==> src/hw/rail_regs_pkg.sv <==
/*
 constants and carriers for the rail enable / suspend flag register slice.
 assumes a simple synchronous register port driven by the serial bus front end.
*/
// How it works
// [RULE_01] leaving suspend sets each flag whose rail or output stayed enabled
// [RULE_02] flags are zero after power-up from off, or for rails disabled in suspend
// [RULE_03] flag register at 0x07, read-only, reset 0x00, outputs then linear then bucks
// [RULE_04] password register always reads back 0x00
// [RULE_05] password writes unlock protection, break the seal or program defaults
// [RULE_06] enable register at 0x11, reset 0x00, bits 5..0 bucks 6..1, top bits zero
// [RULE_07] sequencer updates buck 1 to 5 enables during power-up and power-down
// [RULE_08] bucks 5 and 6 only turn off while the seal is still intact
// [RULE_09] seal status reads 0 while fresh and 1 once broken
// [RULE_10] enable writes are ignored unless a valid unlock key came just before
// [RULE_11] flags are captured on leaving suspend and held until the next power-up; the code also recaptures them on every later exit from suspend
package rail_regs_pkg;
    localparam logic [7:0] flag_addr      = 8'h07;
    localparam logic [7:0] key_addr       = 8'h10;
    localparam logic [7:0] enable_addr    = 8'h11;
    localparam logic [7:0] flag_reset     = 8'h00;
    localparam logic [7:0] key_reset      = 8'h00;
    localparam logic [7:0] enable_reset   = 8'h00;
    localparam logic [7:0] key_readback   = 8'h00;
    localparam logic [7:0] unlock_value   = 8'h5A;  // arbitrary value
    localparam logic [7:0] seal_value     = 8'hA5;  // arbitrary value
    localparam logic [7:0] program_value  = 8'h3C;  // arbitrary value
    localparam logic [5:0] enable_wmask   = 6'h3F;
    localparam logic [5:0] seq_mask       = 6'h1F;  // bucks 1..5
    localparam logic [5:0] backup_mask    = 6'h30;  // bucks 5 and 6

    typedef struct packed {
        logic       wr;
        logic       rd;
        logic [7:0] addr;
        logic [7:0] wdata;
    } reg_req_s;

    // rails and outputs as seen by the suspend flag logic
    typedef struct packed {
        logic [2:0] outs;    // general outputs 3..1
        logic       linear;
        logic [3:0] bucks;   // buck rails 4..1
    } kept_s;

    typedef enum logic [1:0] {
        pm_off     = 2'b00,
        pm_active  = 2'b01,
        pm_suspend = 2'b10
    } pm_state_e;
endpackage

==> src/hw/rail_enable_suspend_flag_regs.sv <==
/*
 register slice: suspend flags, password key and buck rail enables.
 assumes the power sequencer supplies state and its own enable pulses; one clock.
*/
`timescale 1ns/1ps
module rail_enable_suspend_flag_regs (
    // clock and reset
    input  wire logic                      clk,
    input  wire logic                      rstn,
    // register port
    input  wire rail_regs_pkg::reg_req_s   req,
    output logic [7:0]                     rdata,
    output logic                           rvalid,
    // power sequencer
    input  wire rail_regs_pkg::pm_state_e  pm_state,
    input  wire rail_regs_pkg::kept_s      kept_en,
    input  wire logic                      seq_wr,
    input  wire logic [5:0]                seq_en,
    // rail controls and status
    output logic [5:0]                     buck_on,
    output logic                           freshness_seal_status,
    output logic                           program_defaults
);
    logic                     unlock_pulse;
    logic                     seal_pulse;
    logic                     program_pulse;
    logic                     unlocked_reg;
    logic [7:0]               flags_reg;
    logic [5:0]               enables_reg;
    logic [5:0]               enables_next;
    rail_regs_pkg::pm_state_e prev_state_reg;
    logic                     leave_suspend;
    logic                     enable_wr;

    unlock_key_check u_key (
        .clk           (clk),
        .rstn          (rstn),
        .req           (req),
        .unlock_pulse  (unlock_pulse),
        .seal_pulse    (seal_pulse),
        .program_pulse (program_pulse)
    );

    ////////////////////////////////////////////////////////////////////////////
    // suspend flags
    assign leave_suspend = (prev_state_reg == rail_regs_pkg::pm_suspend)
                        && (pm_state == rail_regs_pkg::pm_active);

    always_ff @(posedge clk or negedge rstn) begin
        if (!rstn)
            prev_state_reg <= rail_regs_pkg::pm_off;
        else
            prev_state_reg <= pm_state;
    end

    always_ff @(posedge clk or negedge rstn) begin
        if (!rstn) begin
            flags_reg <= rail_regs_pkg::flag_reset; // RULE_03
        end else if (leave_suspend) begin
            flags_reg <= kept_en; // RULE_01 RULE_02 RULE_11
        end else if (prev_state_reg == rail_regs_pkg::pm_off && pm_state != rail_regs_pkg::pm_off) begin
            flags_reg <= rail_regs_pkg::flag_reset; // RULE_02
        end
    end

    ////////////////////////////////////////////////////////////////////////////
    // unlock and seal
    // unlock is one shot: the next register write consumes it
    always_ff @(posedge clk or negedge rstn) begin
        if (!rstn)
            unlocked_reg <= 1'b0;
        else if (unlock_pulse)
            unlocked_reg <= 1'b1; // RULE_10
        else if (req.wr)
            unlocked_reg <= 1'b0; // RULE_10
    end

    always_ff @(posedge clk or negedge rstn) begin
        if (!rstn) begin
            freshness_seal_status <= 1'b0; // RULE_09
            program_defaults      <= 1'b0;
        end else begin
            if (seal_pulse)
                freshness_seal_status <= 1'b1; // RULE_05 RULE_09
            program_defaults <= program_pulse; // RULE_05
        end
    end

    ////////////////////////////////////////////////////////////////////////////
    // rail enables
    assign enable_wr = req.wr && (req.addr == rail_regs_pkg::enable_addr) && unlocked_reg; // RULE_10

    always_comb begin
        enables_next = enables_reg;
        if (seq_wr)
            enables_next = (enables_reg & ~rail_regs_pkg::seq_mask)
                         | (seq_en & rail_regs_pkg::seq_mask); // RULE_07
        else if (enable_wr)
            enables_next = req.wdata[5:0] & rail_regs_pkg::enable_wmask; // RULE_06
        // sealed backup rails stay on whatever clears them
        if (freshness_seal_status)
            enables_next = enables_next | (enables_reg & rail_regs_pkg::backup_mask); // RULE_08
    end

    always_ff @(posedge clk or negedge rstn) begin
        if (!rstn)
            enables_reg <= rail_regs_pkg::enable_reset[5:0]; // RULE_06
        else
            enables_reg <= enables_next;
    end

    always_ff @(posedge clk or negedge rstn) begin
        if (!rstn)
            buck_on <= rail_regs_pkg::enable_reset[5:0]; // RULE_06
        else
            buck_on <= enables_next;
    end

    ////////////////////////////////////////////////////////////////////////////
    // read port: one cycle latency, unmapped reads give zero
    always_ff @(posedge clk or negedge rstn) begin
        if (!rstn) begin
            rdata  <= 8'h00;
            rvalid <= 1'b0;
        end else begin
            rvalid <= req.rd;
            if (req.rd) begin
                case (req.addr)
                    rail_regs_pkg::flag_addr:   rdata <= flags_reg; // RULE_03
                    rail_regs_pkg::key_addr:    rdata <= rail_regs_pkg::key_readback; // RULE_04
                    rail_regs_pkg::enable_addr: rdata <= {2'b00, enables_reg}; // RULE_06
                    default:                    rdata <= 8'h00;
                endcase
            end
        end
    end

    ////////////////////////////////////////////////////////////////////////////
    // checks
    property p_flags_capture;
        @(posedge clk) disable iff (!rstn)
        leave_suspend |=> flags_reg == $past(kept_en);
    endproperty
    a_flags_capture: assert property (p_flags_capture) else $error("flags not captured on resume"); // RULE_01

    property p_flags_zero_powerup;
        @(posedge clk) disable iff (!rstn)
        (prev_state_reg == rail_regs_pkg::pm_off && pm_state == rail_regs_pkg::pm_active)
            |=> flags_reg == rail_regs_pkg::flag_reset;
    endproperty
    a_flags_zero_powerup: assert property (p_flags_zero_powerup) else $error("flags not cleared at power-up"); // RULE_02

    property p_flags_hold;
        @(posedge clk) disable iff (!rstn)
        (pm_state == rail_regs_pkg::pm_active && prev_state_reg == rail_regs_pkg::pm_active) |=> $stable(flags_reg);
    endproperty
    a_flags_hold: assert property (p_flags_hold) else $error("flags changed while active"); // RULE_11

    property p_flag_read;
        @(posedge clk) disable iff (!rstn)
        (req.rd && req.addr == rail_regs_pkg::flag_addr) |=> rvalid && rdata == $past(flags_reg);
    endproperty
    a_flag_read: assert property (p_flag_read) else $error("flag read mismatch"); // RULE_03

    property p_key_read;
        @(posedge clk) disable iff (!rstn)
        (req.rd && req.addr == rail_regs_pkg::key_addr) |=> rdata == rail_regs_pkg::key_readback;
    endproperty
    a_key_read: assert property (p_key_read) else $error("key read not zero"); // RULE_04

    property p_enable_top_zero;
        @(posedge clk) disable iff (!rstn)
        (req.rd && req.addr == rail_regs_pkg::enable_addr) |=> rdata[7:6] == 2'b00;
    endproperty
    a_enable_top_zero: assert property (p_enable_top_zero) else $error("enable top bits set"); // RULE_06

    property p_locked_write;
        @(posedge clk) disable iff (!rstn)
        (req.wr && req.addr == rail_regs_pkg::enable_addr && !unlocked_reg && !seq_wr) |=> $stable(enables_reg);
    endproperty
    a_locked_write: assert property (p_locked_write) else $error("locked enable write took effect"); // RULE_10

    property p_seq_update;
        @(posedge clk) disable iff (!rstn)
        seq_wr |=> (enables_reg[3:0] == $past(seq_en[3:0]));
    endproperty
    a_seq_update: assert property (p_seq_update) else $error("sequencer update lost"); // RULE_07

    property p_backup_locked;
        @(posedge clk) disable iff (!rstn)
        (freshness_seal_status && enables_reg[5]) |=> enables_reg[5];
    endproperty
    a_backup_locked: assert property (p_backup_locked) else $error("sealed backup rail turned off"); // RULE_08

    property p_seal_sticky;
        @(posedge clk) disable iff (!rstn)
        freshness_seal_status |=> freshness_seal_status;
    endproperty
    a_seal_sticky: assert property (p_seal_sticky) else $error("seal status fell"); // RULE_09

    // buck 5 is both sequencer-driven and seal-protected, so it needs its own checks
    property p_backup5_locked;
        @(posedge clk) disable iff (!rstn)
        (freshness_seal_status && enables_reg[4]) |=> enables_reg[4];
    endproperty
    a_backup5_locked: assert property (p_backup5_locked) else $error("sealed buck 5 turned off"); // RULE_08

    property p_seq_buck5;
        @(posedge clk) disable iff (!rstn)
        (seq_wr && !freshness_seal_status) |=> enables_reg[4] == $past(seq_en[4]);
    endproperty
    a_seq_buck5: assert property (p_seq_buck5) else $error("sequencer update of buck 5 lost"); // RULE_07

    property p_unlocked_write;
        @(posedge clk) disable iff (!rstn)
        (enable_wr && !seq_wr && !freshness_seal_status) |=> enables_reg == $past(req.wdata[5:0]);
    endproperty
    a_unlocked_write: assert property (p_unlocked_write) else $error("unlocked enable write lost"); // RULE_06

    property p_seal_set;
        @(posedge clk) disable iff (!rstn)
        seal_pulse |=> freshness_seal_status;
    endproperty
    a_seal_set: assert property (p_seal_set) else $error("seal key did not break the seal"); // RULE_09

    property p_program_pulse;
        @(posedge clk) disable iff (!rstn)
        program_pulse |=> program_defaults;
    endproperty
    a_program_pulse: assert property (p_program_pulse) else $error("program key gave no pulse"); // RULE_05

    c_resume:    cover property (@(posedge clk) disable iff (!rstn) leave_suspend && kept_en != 8'h00);
    c_unlock_wr: cover property (@(posedge clk) disable iff (!rstn) enable_wr);
    c_seal:      cover property (@(posedge clk) disable iff (!rstn) seal_pulse);
    c_kept_on:   cover property (@(posedge clk) disable iff (!rstn) freshness_seal_status && enable_wr && !req.wdata[5]);
endmodule

==> src/hw/unlock_key_check.sv <==
/*
 decodes writes to the password register into one-cycle unlock, seal and program events.
 assumes a write is a one-cycle strobe.
*/
`timescale 1ns/1ps
module unlock_key_check (
    // clock and reset
    input  wire logic                   clk,
    input  wire logic                   rstn,
    // register request
    input  wire rail_regs_pkg::reg_req_s req,
    // decoded events
    output logic                        unlock_pulse,
    output logic                        seal_pulse,
    output logic                        program_pulse
);
    logic key_wr;
    assign key_wr = req.wr && (req.addr == rail_regs_pkg::key_addr);

    always_ff @(posedge clk or negedge rstn) begin
        if (!rstn) begin
            unlock_pulse  <= 1'b0;
            seal_pulse    <= 1'b0;
            program_pulse <= 1'b0;
        end else begin
            unlock_pulse  <= key_wr && (req.wdata == rail_regs_pkg::unlock_value);  // RULE_05
            seal_pulse    <= key_wr && (req.wdata == rail_regs_pkg::seal_value);    // RULE_05
            program_pulse <= key_wr && (req.wdata == rail_regs_pkg::program_value); // RULE_05
        end
    end
endmodule

==> config.mk <==
export PLATFORM = sky130hd
export DESIGN_NAME = rail_enable_suspend_flag_regs
export DESIGN_NICKNAME = d
export VERILOG_FILES = /design/src/hw/rail_regs_pkg.sv /design/src/hw/rail_enable_suspend_flag_regs.sv /design/src/hw/unlock_key_check.sv
export SDC_FILE = /design/constraint.sdc
export NUM_CORES = 1
export LEC_CHECK = 0
export ABC_AREA = 1
export ABC_CLOCK_PERIOD_IN_PS = 1700
export BUFFER_PORTS_ARGS = -buffer_cell sky130_fd_sc_hd__buf_2
export CORE_AREA = 4 4 49 84
export CTS_CLUSTER_DIAMETER = 100
export DETAILED_ROUTE_END_ITERATION = 8
export DIE_AREA = 0 0 53 88
export HOLD_SLACK_MARGIN = 0.12
export PLACE_DENSITY = 0.77
export SLEW_MARGIN = 20
export SYNTH_ARGS = -nofsm -noshare
export SYNTH_HDL_FRONTEND = slang
export SYNTH_SLANG_ARGS = --single-unit
==> constraint.sdc <==
create_clock -name clk -period 1.7 [get_ports clk]
set_clock_uncertainty 0.15 [all_clocks]
set_input_delay 0.17 -clock clk [delete_from_list [all_inputs] [get_ports clk]]
set_output_delay 0.17 -clock clk [all_outputs]
set_load 0.02 [all_outputs]
## Yosys cells after proc, flatten, opt, wreduce, memory -nomap -nowiden

Index checks and enable logic that the tools add are counted.
Widths: inputs -> output; s select.

- Flip-flop bits (word level): 31
- Input port bits: 37
- Output and inout port bits: 17
- Word-level logic and storage cells: 41

- Equal/unequal tests: 8
- Muxes and demuxes: 8
- Bitwise gates (word level): 2
- Reductions and logical operators: 12

Operators with widths:

| operator | number |
|---|---|
| $mux 6 | 3 |
| $eq 8x5->1 const B | 2 |
| $mux 8 | 2 |
| $pmux 8 s2 | 1 |
| $eq 8x3->1 const B | 1 |
| $eq 8x6->1 const B | 1 |
| $eq 8x7->1 const B | 1 |
| $eq 8x8->1 const B | 1 |
| $logic_and 1x1->1 | 8 |
| $or 6x5->6 | 1 |
| $or 6x6->6 | 1 |
| $reduce_bool 2->1 | 3 |
| $eq 2x1->1 const B | 1 |
| $eq 2x2->1 const B | 1 |
| $logic_not 2->1 | 1 |
| $mux 1 | 2 |

## Depth between registers and ports, before layout

- Depth after elaboration: 7
- Mapped depth: 8
- Mapped depth without buffers: 8

## By module

From an unflattened synthesis, not the netlist that was laid out.

- Cell total of the unflattened synthesis: 192
- Area, all modules: 1505.2 µm²

Modules (own cells, without submodules):

| module | times used | cells an instance | area each (µm²) | seq. area each (µm²) |
|---|---|---|---|---|
| rail_enable_suspend_flag_regs | 1 | 158 | 1305.0 | 700.7 |
| unlock_key_check | 1 | 34 | 200.2 | 75.1 |

## Worst setup path before layout

No wires, ideal clock.

- Kind: register -> register
- Start: register prev_state_reg[0]
- End: register flags_reg[6]
- Library setup time: 0.127 ns
- Data arrival time: 0.914 ns
- Data required time: 1.423 ns
- Setup slack: 0.509 ns
- Cell stages (with the launch flop): 6
- Buffers on the path: 1
- Clock period less this slack: 1.191 ns
- Cells stage by stage: dfrtp_1 > inv_1 > nand4_1 > buf_2 > nand3_1 > o21ai_0

- Cells in the longest elaborated chain, start to end: 3
- Elaborated cells between the ends (all ways): 6
- Those cells by class: eq/ne: 1; mux: 1; reduce/logical: 4

RTL lines:

| item | RTL line | text |
|---|---|---|
| start: declaration | rail_enable_suspend_flag_regs.sv:31 | `rail_regs_pkg::pm_state_e prev_state_reg;` |
| start signal: assignment | rail_enable_suspend_flag_regs.sv:51 | `prev_state_reg <= rail_regs_pkg::pm_off;` |
| start signal: assignment | rail_enable_suspend_flag_regs.sv:53 | `prev_state_reg <= pm_state;` |
| $eq 2x2->1 or $logic_not 2->1 (tied branches) | rail_enable_suspend_flag_regs.sv:46, rail_enable_suspend_flag_regs.sv:61 |  |
| $logic_and 1x1->1 (on tied branches) | rail_enable_suspend_flag_regs.sv:47, rail_enable_suspend_flag_regs.sv:61 |  |
| $mux 8 or $reduce_bool 2->1 (tied branches) | n/a |  |
| end signal: assignment | rail_enable_suspend_flag_regs.sv:58 | `flags_reg <= rail_regs_pkg::flag_reset;` |
| end signal: assignment | rail_enable_suspend_flag_regs.sv:60 | `flags_reg <= kept_en;` |
| end signal: assignment | rail_enable_suspend_flag_regs.sv:62 | `flags_reg <= rail_regs_pkg::flag_reset;` |
| end: declaration | rail_enable_suspend_flag_regs.sv:28 | `logic [7:0] flags_reg;` |

Several ways; a longest one is shown, not always the timed one.
A chain may end at the register's enable or synchronous reset.

## Worst setup path after layout

- Start: input port req[4] (netlist bit)
- End: register u_key.seal_pulse

- Cells in the longest elaborated chain, start to end: 2

RTL lines:

| item | RTL line | text |
|---|---|---|
| start: declaration | rail_enable_suspend_flag_regs.sv:11 | `input wire rail_regs_pkg::reg_req_s req,` |
| $eq 8x8->1 | unlock_key_check.sv:27 | `seal_pulse <= key_wr && (req.wdata == rail_regs_pkg::seal_value);` |
| $logic_and 1x1->1 | unlock_key_check.sv:27 |  |
| end signal: assignment | unlock_key_check.sv:27 |  |
| end: declaration | unlock_key_check.sv:14 | `output logic seal_pulse,` |

Every way passes these cells.

==> results.md <==
* Post-CTS Resized at 0
* Setup crit end kind: flop
* HP Class: in -> reg
* Worst Path Required at 1.76 ns
* Worst rel slew slack at 55.3%
* Gpl congestion at 0.782
* Final ANT Viol Nets at 0
* Grt ovf at 0
* Share of cells above drive strength 1 at 26.7%
* Die width at 53 µm
* Final hold vios at 0
* Leading area contributor after synthesis: dfrtp_1
* VDD IR max at 0.772 mV
* Vias per cell at 4.80
* CTS clk-pin slew, worst paths at 0.06 ns
* Yosys reg bits at 31
* Leading register cell type out of synthesis: dfrtp_1
* # fillers at 286
* CTS tree: built
* Hold WS at 0.129 ns
* Iteration-0 DRC Markers at 36
* Mapped Nets at 218
* Status: complete, no violations
* Fin crit share at 94.1%
* Final wirelength at 3820 µm
* Vias in the first global route at 1,565
* RSZ-0062 raised after global routing: false
* I/O pin count at 54
* DR vias at 1,511
* Gr usage total at 18.9%
* Mapped Cells at 181
* Slew Limit Fails at 0
* Rows at 28
* CP Class: in -> reg
* Die Span Y at 88 µm
* Initial Utilization at 43.8%
* DP HPWL at 2650 µm
* # diodes at 0
* Startpoint types: primary input
* Async set-reset flop share out of synthesis at 100%
* Most frequent cell after synthesis: nand2_1
* Leak at 1.16 nW
* Power Density at 710 nW/µm²
* Critical Path Fanout Max at 3
* Worst path arrival time at 1.66 ns
* WL/cell at 12.1 µm
* Area delta synth->final at 46.8%
* Worst slew pin tran at 0.671 ns
* Clk_lat worst skew at 0.28 ns
* Ranking of synthesized cells by area: dfrtp_1, nand3_1, nand2_1
* Post-CTS Setup Bufs at 0
* First-pass GRT wire length at 6500 µm
* IO buf count at 52
* DR pass1 iterations at 4
* DR DRC count at 0
* Post-layout minimum cycle time at 1.60 ns
* Yosys cell types at 21
* CTS Sinks at 31
* Setup Viol. Count Final at 0
* TNS Setup at 0 ns
* Core ar. at 3400 µm²
* Avg Cell Area, Syn at 8.22 µm²
* Synth cell count leaders: nand2_1, nand3_1, dfrtp_1
* Yosys warns at 0
* FMAX at 625 MHz
* Sequential area share after synthesis at 52.1%
* Share of the synthesized area in the top cell type at 52.1%
* Largest net degree at the start of global routing at 32
* H-tree depth at 2
* Syn Std Cell Area at 1490 µm²
* Clock Path Buffers at 2
* Num CTS Buffers at 5
* Max-Cap Viols at 0
* Fin util at 64.2%
* Initial antenna violation count at 0
* Clock root buffer: clkbuf_8
* EDFF count, synth at 0
* NumNets Final at 306
* Die area at 4660 µm²
==> path summary, 6_finish.rpt <==
| path | start | end | slack, ns | depth (start not counted) |
|---|---|---|---|---|
| worst max-delay path | req[4] | u_key.seal_pulse$_DFF_PN0_ | 0.1 | 6 |
| worst min-delay path | req[11] | rdata[6]$_DFFE_PN0P_ | 0.13 | 4 |
| worst max register to register | prev_state_reg[0]$_DFF_PN0_ | flags_reg[7]$_DFFE_PN0P_ | 0.47 | 4 |
| worst min register to register | u_key.program_pulse$_DFF_PN0_ | program_defaults$_DFF_PN0_ | 0.20 | 0 |
| max in group asynchronous | rstn | rdata[6]$_DFFE_PN0P_ | 0.65 | 2 |
| min in group asynchronous | rstn | u_key.program_pulse$_DFF_PN0_ | 0.32 | 2 |
==> per-layer routing <==
metal	vias up	part of all wire, %	GRT usage, %
li1	756	-	-
met1	684	37	20.6
met2	57	53	32.2
met3	14	6.0	3.58
met4	0	4.4	12.3
met5	-	0	0
==> through the flow <==
step / cell area [µm²] / cells / setup WS [ns] / power (mW)
2_1_floorplan: 1490 / 181 / 0.509 / 0.883
5_1_grt: 2180 / 315 / 0.0344 / 1.63
3_3_place_gp: 1790 / 276 / 0.469 / 0.972
4_1_cts: 2190 / 316 / 0.0349 / 1.57
3_5_place_dp: 1790 / 276 / 0.437 / 0.978
6_report: 2180 / 315 / 0.0997 / 1.55
==> cell type report <==
type	count	area (µm²)	share of cell area, %
Clock inverter	1	5.00	0.229
Inverter	25	93.8	4.30
Tap cell	45	56.3	2.58
Clock buffer	7	76.3	3.50
Multi-Input combinational cell	122	598	27.4
Timing Repair Buffer	84	578	26.5
Sequential cell	31	776	35.5
==> cells in the final DEF (no fill, tap or decap) <==
master / instances
dfrtp_1: 31
or2_2: 1
o21bai_1: 1
clkinv_2: 1
nand3_2: 1
inv_2: 1
nor2_1: 10
nand4_1: 3
nor3b_2: 1
nand3_1: 36
dlygate4sd3_1: 31
a22o_1: 1
buf_2: 52
clkbuf_8: 5
o21ai_0: 8
nor2_2: 4
clkbuf_1: 2
nor3_4: 1
o21ai_1: 3
nand2_2: 1
buf_4: 1
nor2_4: 3
nand2_1: 48
inv_1: 24
==> cells by family after synthesis <==
family                 synth area share, %
AO/OA/AOI/OAI                         4.79
buffers and inverters                 7.65
flip-flops                            52.1
AND/OR/NAND/NOR                       35.4
==> worst max-delay path: stages <==
cell and delay (ns):
dlygate4sd3_1 0.53, buf_2 0.15, nor2_1 0.10, nand3_1 0.06, dlygate4sd3_1 0.56, nor2_1 0.10
==> power by group <==
| part | internal (mW) | switching [mW] | total, mW | leakage [nW] |
|---|---|---|---|---|
| Sequential | 0.769 | 0.0211 | 0.790 | 0.413 |
| Combinational | 0.111 | 0.120 | 0.231 | 0.703 |
| Clock | 0.286 | 0.245 | 0.531 | 0.0422 |
| Total | 1.17 | 0.385 | 1.55 | 1.16 |
==> timing repair <==
| item | 4_1_cts | 5_1_grt |
|---|---|---|
| endpoints found under the setup margin | 0 | 1 |
| endpoints found under the hold margin | 60 | 0 |
| hold buffers | 32 | 0 |
Power figures use the tool's default switching activity.
